===== config.mk =====
export PLATFORM = sky130hd
export DESIGN_NAME = btzm_monitor
export DESIGN_NICKNAME = d
export VERILOG_FILES = /design/src/core/btzm_sync.v /design/src/core/btzm_trip_pick.v /design/src/core/btzm_monitor.v
export VERILOG_INCLUDE_DIRS = /design/src /design/src/core
export SDC_FILE = /design/constraint.sdc
export NUM_CORES = 1
export LEC_CHECK = 0
export BUFFER_PORTS_ARGS = -buffer_cell sky130_fd_sc_hd__buf_2
export CAP_MARGIN = 40
export CORE_ASPECT_RATIO = 2
export CORE_UTILIZATION = 30
export DETAILED_ROUTE_END_ITERATION = 16
export HOLD_SLACK_MARGIN = 0.12
export PLACE_DENSITY = 0.53
export SYNTH_ARGS = -nofsm -noshare
export SYNTH_HDL_FRONTEND = slang
export SYNTH_SLANG_ARGS = --single-unit

===== constraint.sdc =====
create_clock -name clk -period 3 [get_ports clk]
set_clock_uncertainty 0.15 [all_clocks]
set_input_delay 0.3 -clock clk [delete_from_list [all_inputs] [get_ports clk]]
set_output_delay 0.3 -clock clk [all_outputs]
set_load 0.01 [all_outputs]

===== src/core/btzm_consts.vh =====
// Constants of the battery temperature zone monitor.
// Assumes Verilog-2005 and SystemVerilog includers; definitions only.
`ifndef BTZM_CONSTS_VH
`define BTZM_CONSTS_VH

// ----------------------------------------------------------------------
// Register byte offsets
// ----------------------------------------------------------------------
`define BTZM_OFS_CFG_A        8'h00
`define BTZM_OFS_CFG_F        8'h04
`define BTZM_OFS_CFG_H        8'h08
`define BTZM_OFS_NORMAL       8'h0c
`define BTZM_OFS_CFG_I        8'h10
`define BTZM_OFS_STATUS_A     8'h14
`define BTZM_OFS_INT_FLAGS    8'h18
`define BTZM_OFS_INT_MASK     8'h1c

// ----------------------------------------------------------------------
// Field positions
// ----------------------------------------------------------------------
`define BTZM_HOT_LSB          0
`define BTZM_WARM_LSB         2
`define BTZM_COOL_LSB         4
`define BTZM_COLD_LSB         6
`define BTZM_EN_BIT           0
`define BTZM_MOD_LSB          2
`define BTZM_NCUR_LSB         8
`define BTZM_ST_BIAS_BIT      3
`define BTZM_ST_FAULT_BIT     4
`define BTZM_ST_MOD_BIT       5

// ----------------------------------------------------------------------
// Reset values
// ----------------------------------------------------------------------
`define BTZM_RST_CFG_A        8'h00
`define BTZM_RST_EN           1'b0
`define BTZM_RST_CODE6        6'h00
`define BTZM_RST_MUX          4'h0
`define BTZM_RST_MASK         1'b1

// ----------------------------------------------------------------------
// Zone codes, channel codes, charger state codes, trip level bases
// ----------------------------------------------------------------------
`define BTZM_ZONE_OFF         3'h0
`define BTZM_ZONE_COLD        3'h1
`define BTZM_ZONE_COOL        3'h2
`define BTZM_ZONE_NORMAL      3'h3
`define BTZM_ZONE_WARM        3'h4
`define BTZM_ZONE_HOT         3'h5
`define BTZM_MUX_OFF          4'h0
`define BTZM_MUX_SENSE        4'h7
`define BTZM_MUX_BIAS         4'h8
`define BTZM_CHG_TEMP_FAULT   4'hf
`define BTZM_COLD_BASE        0
`define BTZM_COOL_BASE        2
`define BTZM_WARM_BASE        6
`define BTZM_HOT_BASE         8
`define BTZM_RESP_OKAY        2'h0
`define BTZM_RESP_SLVERR      2'h2

`endif


===== src/core/btzm_sync.v =====
// Two-flop synchroniser for a bundle of independent levels.
// Assumes each bit is a slow level from outside the clock domain.
`timescale 1ns/10ps
`default_nettype none

module btzm_sync #(
    parameter WIDTH = 1
) (
    input  wire             clk,
    input  wire             rst_n,
    input  wire [WIDTH-1:0] din,
    output reg  [WIDTH-1:0] dout
);

    reg [WIDTH-1:0] stage1;

    always @(posedge clk) begin
        if (!rst_n) begin
            stage1 <= {WIDTH{1'b0}};
            dout   <= {WIDTH{1'b0}};
        end else begin
            stage1 <= din;
            dout   <= stage1;
        end
    end

endmodule

`default_nettype wire


===== src/core/btzm_trip_pick.v =====
// Picks one comparator result out of a group of four trip levels.
// Assumes level index rises as the trip voltage falls.
`timescale 1ns/10ps
`default_nettype none

module btzm_trip_pick #(
    parameter BASE   = 0,
    parameter LEVELS = 12
) (
    input  wire [LEVELS-1:0] above,
    input  wire [1:0]        sel,
    output wire              hit
);

    wire [3:0] quad;

    assign quad = above[BASE+3:BASE];
    assign hit  = quad[sel];

endmodule

`default_nettype wire


===== src/core/btzm_monitor.v =====
// Battery temperature zone monitor with AXI4-Lite register access.
// Assumes comparators and supply-valid arrive asynchronously; the
// charger state machine shares clk.
`timescale 1ns/10ps
`default_nettype none
`include "btzm_consts.vh"

module btzm_monitor #(
    parameter ADDR_W = 8,
    parameter LEVELS = 12
) (
    input  wire              clk,
    input  wire              rst_n,
    input  wire [ADDR_W-1:0] s_axi_awaddr,
    input  wire              s_axi_awvalid,
    output reg               s_axi_awready,
    input  wire [31:0]       s_axi_wdata,
    input  wire [3:0]        s_axi_wstrb,
    input  wire              s_axi_wvalid,
    output reg               s_axi_wready,
    output reg  [1:0]        s_axi_bresp,
    output reg               s_axi_bvalid,
    input  wire              s_axi_bready,
    input  wire [ADDR_W-1:0] s_axi_araddr,
    input  wire              s_axi_arvalid,
    output reg               s_axi_arready,
    output reg  [31:0]       s_axi_rdata,
    output reg  [1:0]        s_axi_rresp,
    output reg               s_axi_rvalid,
    input  wire              s_axi_rready,
    input  wire [LEVELS-1:0] trip_above,
    input  wire              charge_input_supply,
    input  wire [3:0]        chg_state_in,
    output reg  [3:0]        chg_state_out,
    output reg               charge_stop,
    output reg               modified_state,
    output reg  [5:0]        charge_voltage_sel,
    output reg  [5:0]        charge_current_sel,
    output reg               timer_pause,
    output reg               fast_timer_restart,
    output reg               topoff_timer_restart,
    output reg               thermistor_bias_pin,
    output reg  [3:0]        monitor_channel_select,
    output reg               analog_monitor_enable,
    output reg               irq
);

    // ------------------------------------------------------------------
    // Register storage
    // ------------------------------------------------------------------
    reg [7:0]        trip_cfg;
    reg              temp_monitor_enable;
    reg [5:0]        modified_charge_current;
    reg [5:0]        modified_charge_voltage;
    reg [5:0]        normal_charge_voltage;
    reg [5:0]        normal_charge_current;
    reg [2:0]        temp_zone_status;
    reg              temp_zone_change_flag;
    reg              temp_zone_change_mask;

    reg              aw_got;
    reg              w_got;
    reg [ADDR_W-1:0] aw_addr;
    reg [31:0]       w_data;
    reg [3:0]        w_strb;

    reg              in_fault;
    reg [3:0]        saved_state;

    wire [1:0] hot_trip_select;
    wire [1:0] warm_trip_select;
    wire [1:0] cool_trip_select;
    wire [1:0] cold_trip_select;

    assign hot_trip_select  = trip_cfg[`BTZM_HOT_LSB+1:`BTZM_HOT_LSB];
    assign warm_trip_select = trip_cfg[`BTZM_WARM_LSB+1:`BTZM_WARM_LSB];
    assign cool_trip_select = trip_cfg[`BTZM_COOL_LSB+1:`BTZM_COOL_LSB];
    assign cold_trip_select = trip_cfg[`BTZM_COLD_LSB+1:`BTZM_COLD_LSB];

    // ------------------------------------------------------------------
    // Input synchronisers
    // ------------------------------------------------------------------
    wire [LEVELS-1:0] above_s;
    wire              supply_s;

    btzm_sync #(
        .WIDTH (LEVELS)
    ) u_sync_trip (
        .clk   (clk),
        .rst_n (rst_n),
        .din   (trip_above),
        .dout  (above_s)
    );

    btzm_sync #(
        .WIDTH (1)
    ) u_sync_supply (
        .clk   (clk),
        .rst_n (rst_n),
        .din   (charge_input_supply),
        .dout  (supply_s)
    );

    // ------------------------------------------------------------------
    // Trip level selection
    // ------------------------------------------------------------------
    wire cold_hit;
    wire cool_hit;
    wire warm_hit;
    wire hot_hit;

    // Twelve levels, each threshold picks from a group of four; cold and cool share levels 2-3, warm and hot 8-9
    btzm_trip_pick #(
        .BASE   (`BTZM_COLD_BASE),
        .LEVELS (LEVELS)
    ) u_pick_cold (
        .above (above_s),
        .sel   (cold_trip_select),
        .hit   (cold_hit)
    );

    btzm_trip_pick #(
        .BASE   (`BTZM_COOL_BASE),
        .LEVELS (LEVELS)
    ) u_pick_cool (
        .above (above_s),
        .sel   (cool_trip_select),
        .hit   (cool_hit)
    );

    btzm_trip_pick #(
        .BASE   (`BTZM_WARM_BASE),
        .LEVELS (LEVELS)
    ) u_pick_warm (
        .above (above_s),
        .sel   (warm_trip_select),
        .hit   (warm_hit)
    );

    btzm_trip_pick #(
        .BASE   (`BTZM_HOT_BASE),
        .LEVELS (LEVELS)
    ) u_pick_hot (
        .above (above_s),
        .sel   (hot_trip_select),
        .hit   (hot_hit)
    );

    // ------------------------------------------------------------------
    // Zone classification (never looks at the channel select)
    // ------------------------------------------------------------------
    reg [2:0] next_zone;

    always @* begin
        if (!temp_monitor_enable) begin
            next_zone = `BTZM_ZONE_OFF;
        end else if (cold_hit) begin
            next_zone = `BTZM_ZONE_COLD;
        end else if (!hot_hit) begin
            next_zone = `BTZM_ZONE_HOT;
        end else if (cool_hit) begin
            next_zone = `BTZM_ZONE_COOL;
        end else if (!warm_hit) begin
            next_zone = `BTZM_ZONE_WARM;
        end else begin
            next_zone = `BTZM_ZONE_NORMAL;
        end
    end

    wire zone_fault;
    wire zone_mod;

    assign zone_fault = (next_zone == `BTZM_ZONE_COLD) ||
                        (next_zone == `BTZM_ZONE_HOT);
    assign zone_mod   = (next_zone == `BTZM_ZONE_COOL) ||
                        (next_zone == `BTZM_ZONE_WARM);

    // ------------------------------------------------------------------
    // Register read mux
    // ------------------------------------------------------------------
    function [31:0] reg_word;
        input [ADDR_W-1:0] addr;
        begin
            reg_word = 32'h0000_0000;
            if (addr == `BTZM_OFS_CFG_A) begin
                reg_word[7:0] = trip_cfg;
            end else if (addr == `BTZM_OFS_CFG_F) begin
                reg_word[`BTZM_EN_BIT] = temp_monitor_enable;
                reg_word[`BTZM_MOD_LSB+5:`BTZM_MOD_LSB] =
                    modified_charge_current;
            end else if (addr == `BTZM_OFS_CFG_H) begin
                reg_word[`BTZM_MOD_LSB+5:`BTZM_MOD_LSB] =
                    modified_charge_voltage;
            end else if (addr == `BTZM_OFS_NORMAL) begin
                reg_word[5:0] = normal_charge_voltage;
                reg_word[`BTZM_NCUR_LSB+5:`BTZM_NCUR_LSB] =
                    normal_charge_current;
            end else if (addr == `BTZM_OFS_CFG_I) begin
                reg_word[3:0] = monitor_channel_select;
            end else if (addr == `BTZM_OFS_STATUS_A) begin
                reg_word[2:0] = temp_zone_status;
                reg_word[`BTZM_ST_BIAS_BIT]  = thermistor_bias_pin;
                reg_word[`BTZM_ST_FAULT_BIT] = in_fault;
                reg_word[`BTZM_ST_MOD_BIT]   = modified_state;
            end else if (addr == `BTZM_OFS_INT_FLAGS) begin
                reg_word[0] = temp_zone_change_flag;
            end else if (addr == `BTZM_OFS_INT_MASK) begin
                reg_word[0] = temp_zone_change_mask;
            end
        end
    endfunction

    function mapped;
        input [ADDR_W-1:0] addr;
        begin
            mapped = (addr[1:0] == 2'h0) &&
                     (addr <= `BTZM_OFS_INT_MASK);
        end
    endfunction

    wire [31:0] lane_mask;
    wire [31:0] merged;
    wire        do_write;
    wire        wr_ok;

    assign lane_mask = {{8{w_strb[3]}}, {8{w_strb[2]}},
                        {8{w_strb[1]}}, {8{w_strb[0]}}};
    assign merged    = (reg_word(aw_addr) & ~lane_mask) |
                       (w_data & lane_mask);
    assign do_write  = aw_got && w_got && !s_axi_bvalid;
    assign wr_ok     = do_write && mapped(aw_addr);

    // ------------------------------------------------------------------
    // AXI4-Lite channels
    // ------------------------------------------------------------------
    always @(posedge clk) begin
        if (!rst_n) begin
            s_axi_awready <= 1'b1;
            s_axi_wready  <= 1'b1;
            s_axi_bvalid  <= 1'b0;
            s_axi_bresp   <= `BTZM_RESP_OKAY;
            aw_got        <= 1'b0;
            w_got         <= 1'b0;
            aw_addr       <= {ADDR_W{1'b0}};
            w_data        <= 32'h0000_0000;
            w_strb        <= 4'h0;
            s_axi_arready <= 1'b1;
            s_axi_rvalid  <= 1'b0;
            s_axi_rdata   <= 32'h0000_0000;
            s_axi_rresp   <= `BTZM_RESP_OKAY;
        end else begin
            if (s_axi_awready && s_axi_awvalid) begin
                aw_got        <= 1'b1;
                aw_addr       <= s_axi_awaddr;
                s_axi_awready <= 1'b0;
            end
            if (s_axi_wready && s_axi_wvalid) begin
                w_got        <= 1'b1;
                w_data       <= s_axi_wdata;
                w_strb       <= s_axi_wstrb;
                s_axi_wready <= 1'b0;
            end
            if (do_write) begin
                aw_got       <= 1'b0;
                w_got        <= 1'b0;
                s_axi_bvalid <= 1'b1;
                s_axi_bresp  <= mapped(aw_addr) ? `BTZM_RESP_OKAY :
                                                  `BTZM_RESP_SLVERR;
            end
            if (s_axi_bvalid && s_axi_bready) begin
                s_axi_bvalid  <= 1'b0;
                s_axi_awready <= 1'b1;
                s_axi_wready  <= 1'b1;
            end
            if (s_axi_arready && s_axi_arvalid) begin
                s_axi_arready <= 1'b0;
                s_axi_rvalid  <= 1'b1;
                s_axi_rdata   <= reg_word(s_axi_araddr);
                s_axi_rresp   <= mapped(s_axi_araddr) ? `BTZM_RESP_OKAY :
                                                        `BTZM_RESP_SLVERR;
            end
            if (s_axi_rvalid && s_axi_rready) begin
                s_axi_rvalid  <= 1'b0;
                s_axi_arready <= 1'b1;
            end
        end
    end

    // ------------------------------------------------------------------
    // Configuration registers
    // ------------------------------------------------------------------
    always @(posedge clk) begin
        if (!rst_n) begin
            trip_cfg                <= `BTZM_RST_CFG_A;
            temp_monitor_enable     <= `BTZM_RST_EN;
            modified_charge_current <= `BTZM_RST_CODE6;
            modified_charge_voltage <= `BTZM_RST_CODE6;
            normal_charge_voltage   <= `BTZM_RST_CODE6;
            normal_charge_current   <= `BTZM_RST_CODE6;
            monitor_channel_select  <= `BTZM_RST_MUX;
            temp_zone_change_mask   <= `BTZM_RST_MASK;
        end else if (wr_ok) begin
            if (aw_addr == `BTZM_OFS_CFG_A) begin
                trip_cfg <= merged[7:0];
            end else if (aw_addr == `BTZM_OFS_CFG_F) begin
                temp_monitor_enable     <= merged[`BTZM_EN_BIT];
                modified_charge_current <=
                    merged[`BTZM_MOD_LSB+5:`BTZM_MOD_LSB];
            end else if (aw_addr == `BTZM_OFS_CFG_H) begin
                modified_charge_voltage <=
                    merged[`BTZM_MOD_LSB+5:`BTZM_MOD_LSB];
            end else if (aw_addr == `BTZM_OFS_NORMAL) begin
                normal_charge_voltage <= merged[5:0];
                normal_charge_current <=
                    merged[`BTZM_NCUR_LSB+5:`BTZM_NCUR_LSB];
            end else if (aw_addr == `BTZM_OFS_CFG_I) begin
                monitor_channel_select <= merged[3:0];
            end else if (aw_addr == `BTZM_OFS_INT_MASK) begin
                temp_zone_change_mask <= merged[0];
            end
        end
    end

    // ------------------------------------------------------------------
    // Zone status, change flag and interrupt
    // ------------------------------------------------------------------
    wire zone_changed;
    wire flag_clear;

    assign zone_changed = (next_zone != temp_zone_status);
    assign flag_clear   = wr_ok && (aw_addr == `BTZM_OFS_INT_FLAGS) &&
                          w_strb[0] && w_data[0];

    always @(posedge clk) begin
        if (!rst_n) begin
            temp_zone_status      <= `BTZM_ZONE_OFF;
            temp_zone_change_flag <= 1'b0;
            irq                   <= 1'b0;
        end else begin
            temp_zone_status <= next_zone;
            // A change in the clearing cycle keeps the flag set
            if (zone_changed) begin
                temp_zone_change_flag <= 1'b1;
            end else if (flag_clear) begin
                temp_zone_change_flag <= 1'b0;
            end
            irq <= (temp_zone_change_flag || zone_changed) &&
                   !temp_zone_change_mask;
        end
    end

    // ------------------------------------------------------------------
    // Charge parameters and temperature fault handling
    // ------------------------------------------------------------------
    always @(posedge clk) begin
        if (!rst_n) begin
            in_fault             <= 1'b0;
            saved_state          <= 4'h0;
            chg_state_out        <= 4'h0;
            charge_stop          <= 1'b0;
            modified_state       <= 1'b0;
            charge_voltage_sel   <= `BTZM_RST_CODE6;
            charge_current_sel   <= `BTZM_RST_CODE6;
            timer_pause          <= 1'b0;
            fast_timer_restart   <= 1'b0;
            topoff_timer_restart <= 1'b0;
        end else begin
            fast_timer_restart   <= 1'b0;
            topoff_timer_restart <= 1'b0;
            modified_state       <= zone_mod;
            if (zone_mod) begin
                charge_voltage_sel <= modified_charge_voltage;
                charge_current_sel <= modified_charge_current;
            end else begin
                charge_voltage_sel <= normal_charge_voltage;
                charge_current_sel <= normal_charge_current;
            end
            if (!in_fault && zone_fault) begin
                in_fault      <= 1'b1;
                saved_state   <= chg_state_in;
                chg_state_out <= `BTZM_CHG_TEMP_FAULT;
                charge_stop   <= 1'b1;
                timer_pause   <= 1'b1;
            end else if (in_fault && !zone_fault) begin
                in_fault             <= 1'b0;
                chg_state_out        <= saved_state;
                charge_stop          <= 1'b0;
                timer_pause          <= 1'b0;
                fast_timer_restart   <= 1'b1;
                topoff_timer_restart <= 1'b1;
            end else if (in_fault) begin
                chg_state_out <= `BTZM_CHG_TEMP_FAULT;
            end else begin
                chg_state_out <= chg_state_in;
            end
        end
    end

    // ------------------------------------------------------------------
    // Thermistor bias and analog monitor control
    // ------------------------------------------------------------------
    always @(posedge clk) begin
        if (!rst_n) begin
            thermistor_bias_pin   <= 1'b0;
            analog_monitor_enable <= 1'b0;
        end else begin
            // Off unless one of the three conditions holds
            thermistor_bias_pin <=
                (supply_s && temp_monitor_enable) ||
                (monitor_channel_select == `BTZM_MUX_SENSE) ||
                (monitor_channel_select == `BTZM_MUX_BIAS);
            analog_monitor_enable <=
                (monitor_channel_select != `BTZM_MUX_OFF);
        end
    end

endmodule

`default_nettype wire


; ---- Yosys cells after proc, flatten, opt, wreduce, memory -nomap -nowiden
; Cells that the tools add are included.
[op_classes]
n_addsub = 0
mul = 0
n_div = 0
order_cmp = 6
eq_ne = 21
n_shift = 0
n_mux = 61
bitwise_logic = 10
n_reduce_logical = 43
[op_table]
columns = cell, n
row1 = $mux 6, 14
row2 = $eq 8x5->1 const B, 8
row3 = $eq 8x4->1 const B, 4
row4 = $and 14x14->14, 2
row5 = $mux 4, 7
row6 = $mux 1, 19
row7 = $logic_and 1x1->1, 17
row8 = $eq 8x3->1 const B, 2
row9 = $le 8x5->1 const B, 2
row10 = $logic_not 8->1, 2
row11 = $mux 2, 8
row12 = $mux 8, 2
row13 = $mux 3, 5
row14 = $not 14->14, 1
row15 = $or 14x14->14, 1
row16 = $lt 2x3->1 const B, 4
row17 = $mux 5, 2
row18 = $bmux 1 s2, 4
row19 = $reduce_or 2->1, 4
row20 = $reduce_and 7->1, 1
row21 = $eq 3x3->1 const B, 2
row22 = $not 1->1, 6
row23 = $reduce_and 6->1, 1
row24 = $logic_or 1x1->1, 5
row25 = 13 further kinds, 18
[word_totals]
regBits = 143
latchBits = 0
mem_bits_rw = 0
romBits = 0
input_bits = 76
output_inout_bits = 69
word_cells = 178
n_memories = 0

; ---- Logic depth before layout (Yosys ltp)
[depth]
depth_word = 13
mapped_depth = 10
mapped_depth_nobuf = 9

; ---- By module
; Synthesis repeated with hierarchy kept, for this count alone.
[unflattened]
cells_unflattened = 677
hier_area_um2 = 6264.8
[modules_own_cells]
columns = module, instances, cells_per_inst, area_per_inst_um2, seq_area_each_um2
row1 = btzm_monitor, 1, 619, 5446.5, 2302.2
row2 = btzm_sync at u_sync_trip, 1, 50, 675.6, 480.5
row3 = btzm_trip_pick, 4, 1, 22.5, 0.0
row4 = btzm_sync at u_sync_supply, 1, 4, 52.6, 40.0

; ---- Least setup slack after synthesis
; Ideal clock, no wire load.
[synth_path]
path_kind = register to register
startpoint = reg trip_cfg[6]
endpoint = reg chg_state_out[0]
setup_time_ps = 65
arrival_time_ps = 1924
required_ps = 2785
slack_ps = 861
path_stages_with_launch = 11
path_buffers = 1
synth_period_minus_slack_ps = 2139
path_cell_list = dfxtp_1 > mux4_2 > nand2b_1 > and2_1 > inv_1 > ha_1 > clkbuf_1 > nor3_1 > a21oi_1 > nor2_1 > nor2_1
[synth_between]
elab_chain_cells = 10
elab_cells_between_ends = 12
cone_classes = 2 x eq/ne / 6 x mux / 4 x reduce/logical
[synth_rtl]
columns = item, line_no
row1 = from (decl), btzm_monitor.v:51  ; reg [7:0] trip_cfg;
row2 = from (signal assigned), btzm_monitor.v:294  ; trip_cfg <= `BTZM_RST_CFG_A;
row3 = from (signal assigned), btzm_monitor.v:304  ; trip_cfg <= merged[7:0];
row4 = $bmux 1 s2 *, btzm_trip_pick.v:18  ; assign hit = quad[sel];
row5 = $mux 1 (implied by the code) *, btzm_trip_pick.v:18
row6 = $mux 3 *, btzm_monitor.v:157  ; end else if (cold_hit) begin
row7 = $mux 3 *, btzm_monitor.v:155  ; if (!temp_monitor_enable) begin
row8 = $eq 3x1->1 (no source line) / $eq 3x3->1 (equally long branches), n/a
row9 = $logic_or 1x1->1 *, btzm_monitor.v:173  ; assign zone_fault = (next_zone == `BTZM_ZONE_COLD) ||
row10 = $logic_not 1->1, btzm_monitor.v:384  ; end else if (in_fault && !zone_fault) begin
row11 = $logic_and 1x1->1, btzm_monitor.v:384
row12 = $mux 4, btzm_monitor.v:384
row13 = $mux 4 *, btzm_monitor.v:378  ; if (!in_fault && zone_fault) begin
row14 = to (signal assigned), btzm_monitor.v:381  ; chg_state_out <= `BTZM_CHG_TEMP_FAULT;
row15 = to (signal assigned), btzm_monitor.v:386  ; chg_state_out <= saved_state;
row16 = to (signal assigned), btzm_monitor.v:392  ; chg_state_out <= `BTZM_CHG_TEMP_FAULT;
row17 = to (decl), btzm_monitor.v:34  ; output reg [3:0] chg_state_out,
; Mark *: on every way between the ends. The rest lies on a longest branch, timed or not. The select of a mux whose other input is x is not followed.
; A chain may end at the register's enable or synchronous reset.

; ---- Worst setup path in the final report
[layout_path]
startpoint = reg aw_addr[4]
endpoint = reg temp_monitor_enable
[layout_between]
elab_chain_cells = 11
elab_cells_between_ends = 23
cone_classes = 1 x order compare / 7 x eq/ne / 8 x mux / 3 x bitwise / 4 x reduce/logical
[layout_rtl]
columns = item, line_no
row1 = from (decl), btzm_monitor.v:63  ; reg [ADDR_W-1:0] aw_addr;
row2 = from (signal assigned), btzm_monitor.v:244  ; aw_addr <= {ADDR_W{1'b0}};
row3 = from (signal assigned), btzm_monitor.v:254  ; aw_addr <= s_axi_awaddr;
row4 = $eq 8x5->1 (no source line), n/a
row5 = $mux 1, btzm_monitor.v:207  ; end else if (addr == `BTZM_OFS_INT_MASK) begin
row6 = $mux 1, btzm_monitor.v:205  ; end else if (addr == `BTZM_OFS_INT_FLAGS) begin
row7 = $mux 1, btzm_monitor.v:200  ; end else if (addr == `BTZM_OFS_STATUS_A) begin
row8 = $mux 4, btzm_monitor.v:198  ; end else if (addr == `BTZM_OFS_CFG_I) begin
row9 = $mux 6, btzm_monitor.v:194  ; end else if (addr == `BTZM_OFS_NORMAL) begin
row10 = $mux 2, btzm_monitor.v:191  ; end else if (addr == `BTZM_OFS_CFG_H) begin
row11 = $mux 1, btzm_monitor.v:187  ; end else if (addr == `BTZM_OFS_CFG_F) begin
row12 = $mux 8, btzm_monitor.v:185  ; if (addr == `BTZM_OFS_CFG_A) begin
row13 = $and 14x14->14, btzm_monitor.v:228  ; assign merged = (reg_word(aw_addr) & ~lane_mask) |
row14 = $or 14x14->14, btzm_monitor.v:228
row15 = to (signal assigned), btzm_monitor.v:295  ; temp_monitor_enable <= `BTZM_RST_EN;
row16 = to (signal assigned), btzm_monitor.v:306  ; temp_monitor_enable <= merged[`BTZM_EN_BIT];
row17 = to (decl), btzm_monitor.v:52  ; reg temp_monitor_enable;
; Parallel ways exist; a longest one is shown, timed or not.

==> out/metrics.csv <==
stage,metric,value,unit
placed_design,hpwl,14400,µm
die,die_area,21400,µm²
sta,period_needed,2.45,ns
synth,yosysTopAreaCellShare,0.454,
cells_and_area,register_area,2820,µm²
die,die_h,206,µm
synth,async_reset_ff_frac,0,
clock_tree,clk_latency,0.43,ns
sta,slew_headroom,0.431,
pwr,clock_power_share,0.500,
synth,synth_mux_area_frac,0.0650,
die,design.core.area,20400,µm²
clock_tree,clock_path_buffers,2,
outcome,outcome,completed,
cells_and_area,diodes,0,
sta,max_freq,408,MHz
placed_design,port_buffers,104,
synth,synth_top_family_by_area,simple AND/OR/NAND/NOR gates,
synth,ys_top_cells_by_area,"dfxtp_1, nand2_1, a21oi_1",
die,die_x,104,µm
synth,synth_edf_count,0,
global_route,grt_pass1_wl,29400,µm
worst_setup_path,end_kind,flop,
placed_design,dp_cells,1047,
synth,yosysMostFrequentCell,dfxtp_1,
pwr,leakage,3.33,nW
sta,final_hold_viol_count,0,
clock_tree,ctsHtreeMaxLevel,4,
synth,yosysWarnings,0,
sta,finalSetupViolCount,0,
worst_setup_path,start_kind,flop,
cells_and_area,num-fill-cells,2106,
cells_and_area,stdcell_count,1133,
pwr,switching_share,0.228,
cells_and_area,final_nets,933,
synth,synth_compound_area_frac,0.170,
route,drt_first_pass_iters,5,
global_route,grt_max_degree,46,
worst_setup_path,required,3.21,ns
pwr,seqPwrFrac,0.410,
route,drc,0,
synth,synth_top_area_cell,dfxtp_1,
route,avgRoutedWirePerCell,17.0,µm
route,avgViaCountPerCell,4.89,
synth,synth_cell_types,75,
synth,yosys.area_share.simple,0.233,
sta,rsz0062_at_grt,no,
synth,syn_avg_cell_area,8.81,µm²
global_route,grt_use_total,0.184,
route,totalWireLength,19200,µm
synth,synthAdderAreaFrac,0.00402,
sta,max_slew.worst_pin.slew,0.841,ns
die,initial_core_util,0.305,
placed_design,place_congestion,0.895,
synth,ys_seq_elements,141,
die,rows,74,
route,vias,5546,
sta,post-route-period-util,0.817,
job,maxCapViolCount,0,
pwr,p_switching,1.09,mW
synth,seq_area_frac_synth,0.454,
synth,synth_common_cells,"dfxtp_1, nand2_1, nor2_1, a21oi_1, nand3_1",
pwr,peakVddDrop,0.290,mV
cells_and_area,layout-drive-gt1-share,0.213,
pwr,power_frac_comb,0.089,
synth,syn_inst,706,
die,boundaryPins,145,
cells_and_area,area_growth,31.1,%
clock_tree,cts_tree,built,
clock_tree,cts.sinks,141,
global_route,grt_pass1_vias,5430,
sta,maxSlewViolCount,0,
synth,netlist_area,6220,µm²
clock_tree,cts_resized,0,
pwr,power_density,588,nW/µm²
clock_tree,clkTransAtPathRegs,0.06,ns
hold_path,hold_path_class,primary input to flop,
worst_setup_path,worstPathMaxFanout,11,
worst_setup_path,critPathKind,flop to flop,
global_route,antenna_found_initial,0,
global_route,globalRouteOverflowTotal,0,
cells_and_area,multi_input_area,3020,µm²
clock_tree,cts.root.buffer_cell,clkbuf_16,
sta,tns,0,ns
route,postRouteAntennaNets,0,
pwr,p_int,3.71,mW
synth,synth_xor_area_frac,0.00141,
route,drt_iter0_drc,254,
worst_setup_path,cp.arrival,2.66,ns
synth,synth_flop_cell,dfxtp_1,
clock_tree,numCtsBuffers,17,
## power groups by stage
| stage | combinational (mW) | clock [mW] | sequential, mW |
|---|---|---|---|
| after floorplan | 0.268 | 0 | 2.00 |
| after global placement | 0.370 | 0 | 2.01 |
| after detailed placement | 0.373 | 0 | 2.01 |
| after CTS | 0.429 | 2.45 | 1.97 |
| after global routing | 0.472 | 2.52 | 1.98 |
| final | 0.429 | 2.40 | 1.97 |
## sequential cells by signal (all words and copies together), names as in the netlist, 3 cells and up
signal                   count
s_axi_rdata                 14
w_data                      14
u_sync_trip.dout            12
u_sync_trip.stage1          12
aw_addr                      8
trip_cfg                     8
charge_current_sel           6
charge_voltage_sel           6
modified_charge_current      6
modified_charge_voltage      6
normal_charge_current        6
normal_charge_voltage        6
chg_state_out                4
monitor_channel_select       4
saved_state                  4
temp_zone_status             3
## cells in the final DEF, fill, tap and decap left out, types with 23 or more instances in the layout
| cell type | n |
|---|---|
| nand2_1 | 84 |
| o21ai_0 | 25 |
| a21oi_1 | 61 |
| and2_1 | 30 |
| mux2i_1 | 28 |
| nor2_1 | 62 |
| dfxtp_1 | 141 |
| inv_1 | 23 |
| buf_2 | 104 |
| dlygate4sd3_1 | 55 |
| nand3_1 | 36 |
## routing by layer
layer / global-route usage / wire length [µm] / share of wire / up-vias
met5: 0 / 0 / 0 / -
met4: 0.155 / 1390 / 0.072 / 0
met3: 0.0339 / 702 / 0.037 / 66
met2: 0.351 / 10500 / 0.55 / 179
met1: 0.166 / 6620 / 0.34 / 2560
li1: - / - / - / 2741
## cells by family after synthesis
| family | after synthesis |
|---|---|
| and+or+nand+nor | 278 |
| DFF | 141 |
| other | 1 |
| adders and majority gates | 2 |
| muxes | 35 |
| xor gates and xnor gates | 1 |
| AOI/OAI and AO/OA | 161 |
| buffers and inverters | 87 |
## path summary, 6_finish.rpt
kind / from / to / slack (ns) / depth (start not counted)
worst min register to register: u_sync_trip.stage1[10] / u_sync_trip.dout[10] / 0.28 / 1
worst min-delay path: s_axi_arvalid / s_axi_rdata[3] / 0.23 / 5
worst max register to register: aw_addr[4] / temp_monitor_enable / 0.55 / 5
worst max-delay path: aw_addr[4] / temp_monitor_enable / 0.55 / 5
## timing repair
item | 4_1_cts | 5_1_grt
setup buffers | 0 | 0
endpoints found under the setup margin | 0 | 0
endpoints found under the hold margin | 49 | 0
hold buffers | 55 | 0
## critical path: stages (launching register included)
cell,delay [ns]
dfxtp_1,0.63
nor4b_4,0.54
nand4_1,0.16
a222oi_1,0.49
o211ai_1,0.24
a21oi_1,0.17
## metrics by stage
step	instance area, µm²	hold slack (ns)	total power [mW]	util	setup slack (ns)
2_1_floorplan	6290	0.250	2.26	-	0.861
3_3_place_gp	6940	0.263	2.38	0.340	0.582
3_5_place_dp	6940	0.268	2.38	0.340	0.604
4_1_cts	8160	0.218	4.85	0.400	0.586
5_1_grt	8160	0.257	4.97	0.400	0.323
6_report	8160	0.232	4.80	0.400	0.548
## layout make-up
cell class / count / area share
Clock inverter: 11 / 0.0262
Clock buffer: 20 / 0.0560
Timing Repair Buffer: 174 / 0.150
Sequential cell: 141 / 0.346
Tap cell: 266 / 0.0408
Multi-Input combinational cell: 497 / 0.370
Inverter: 24 / 0.0110
(Power assumes the default switching activity.)
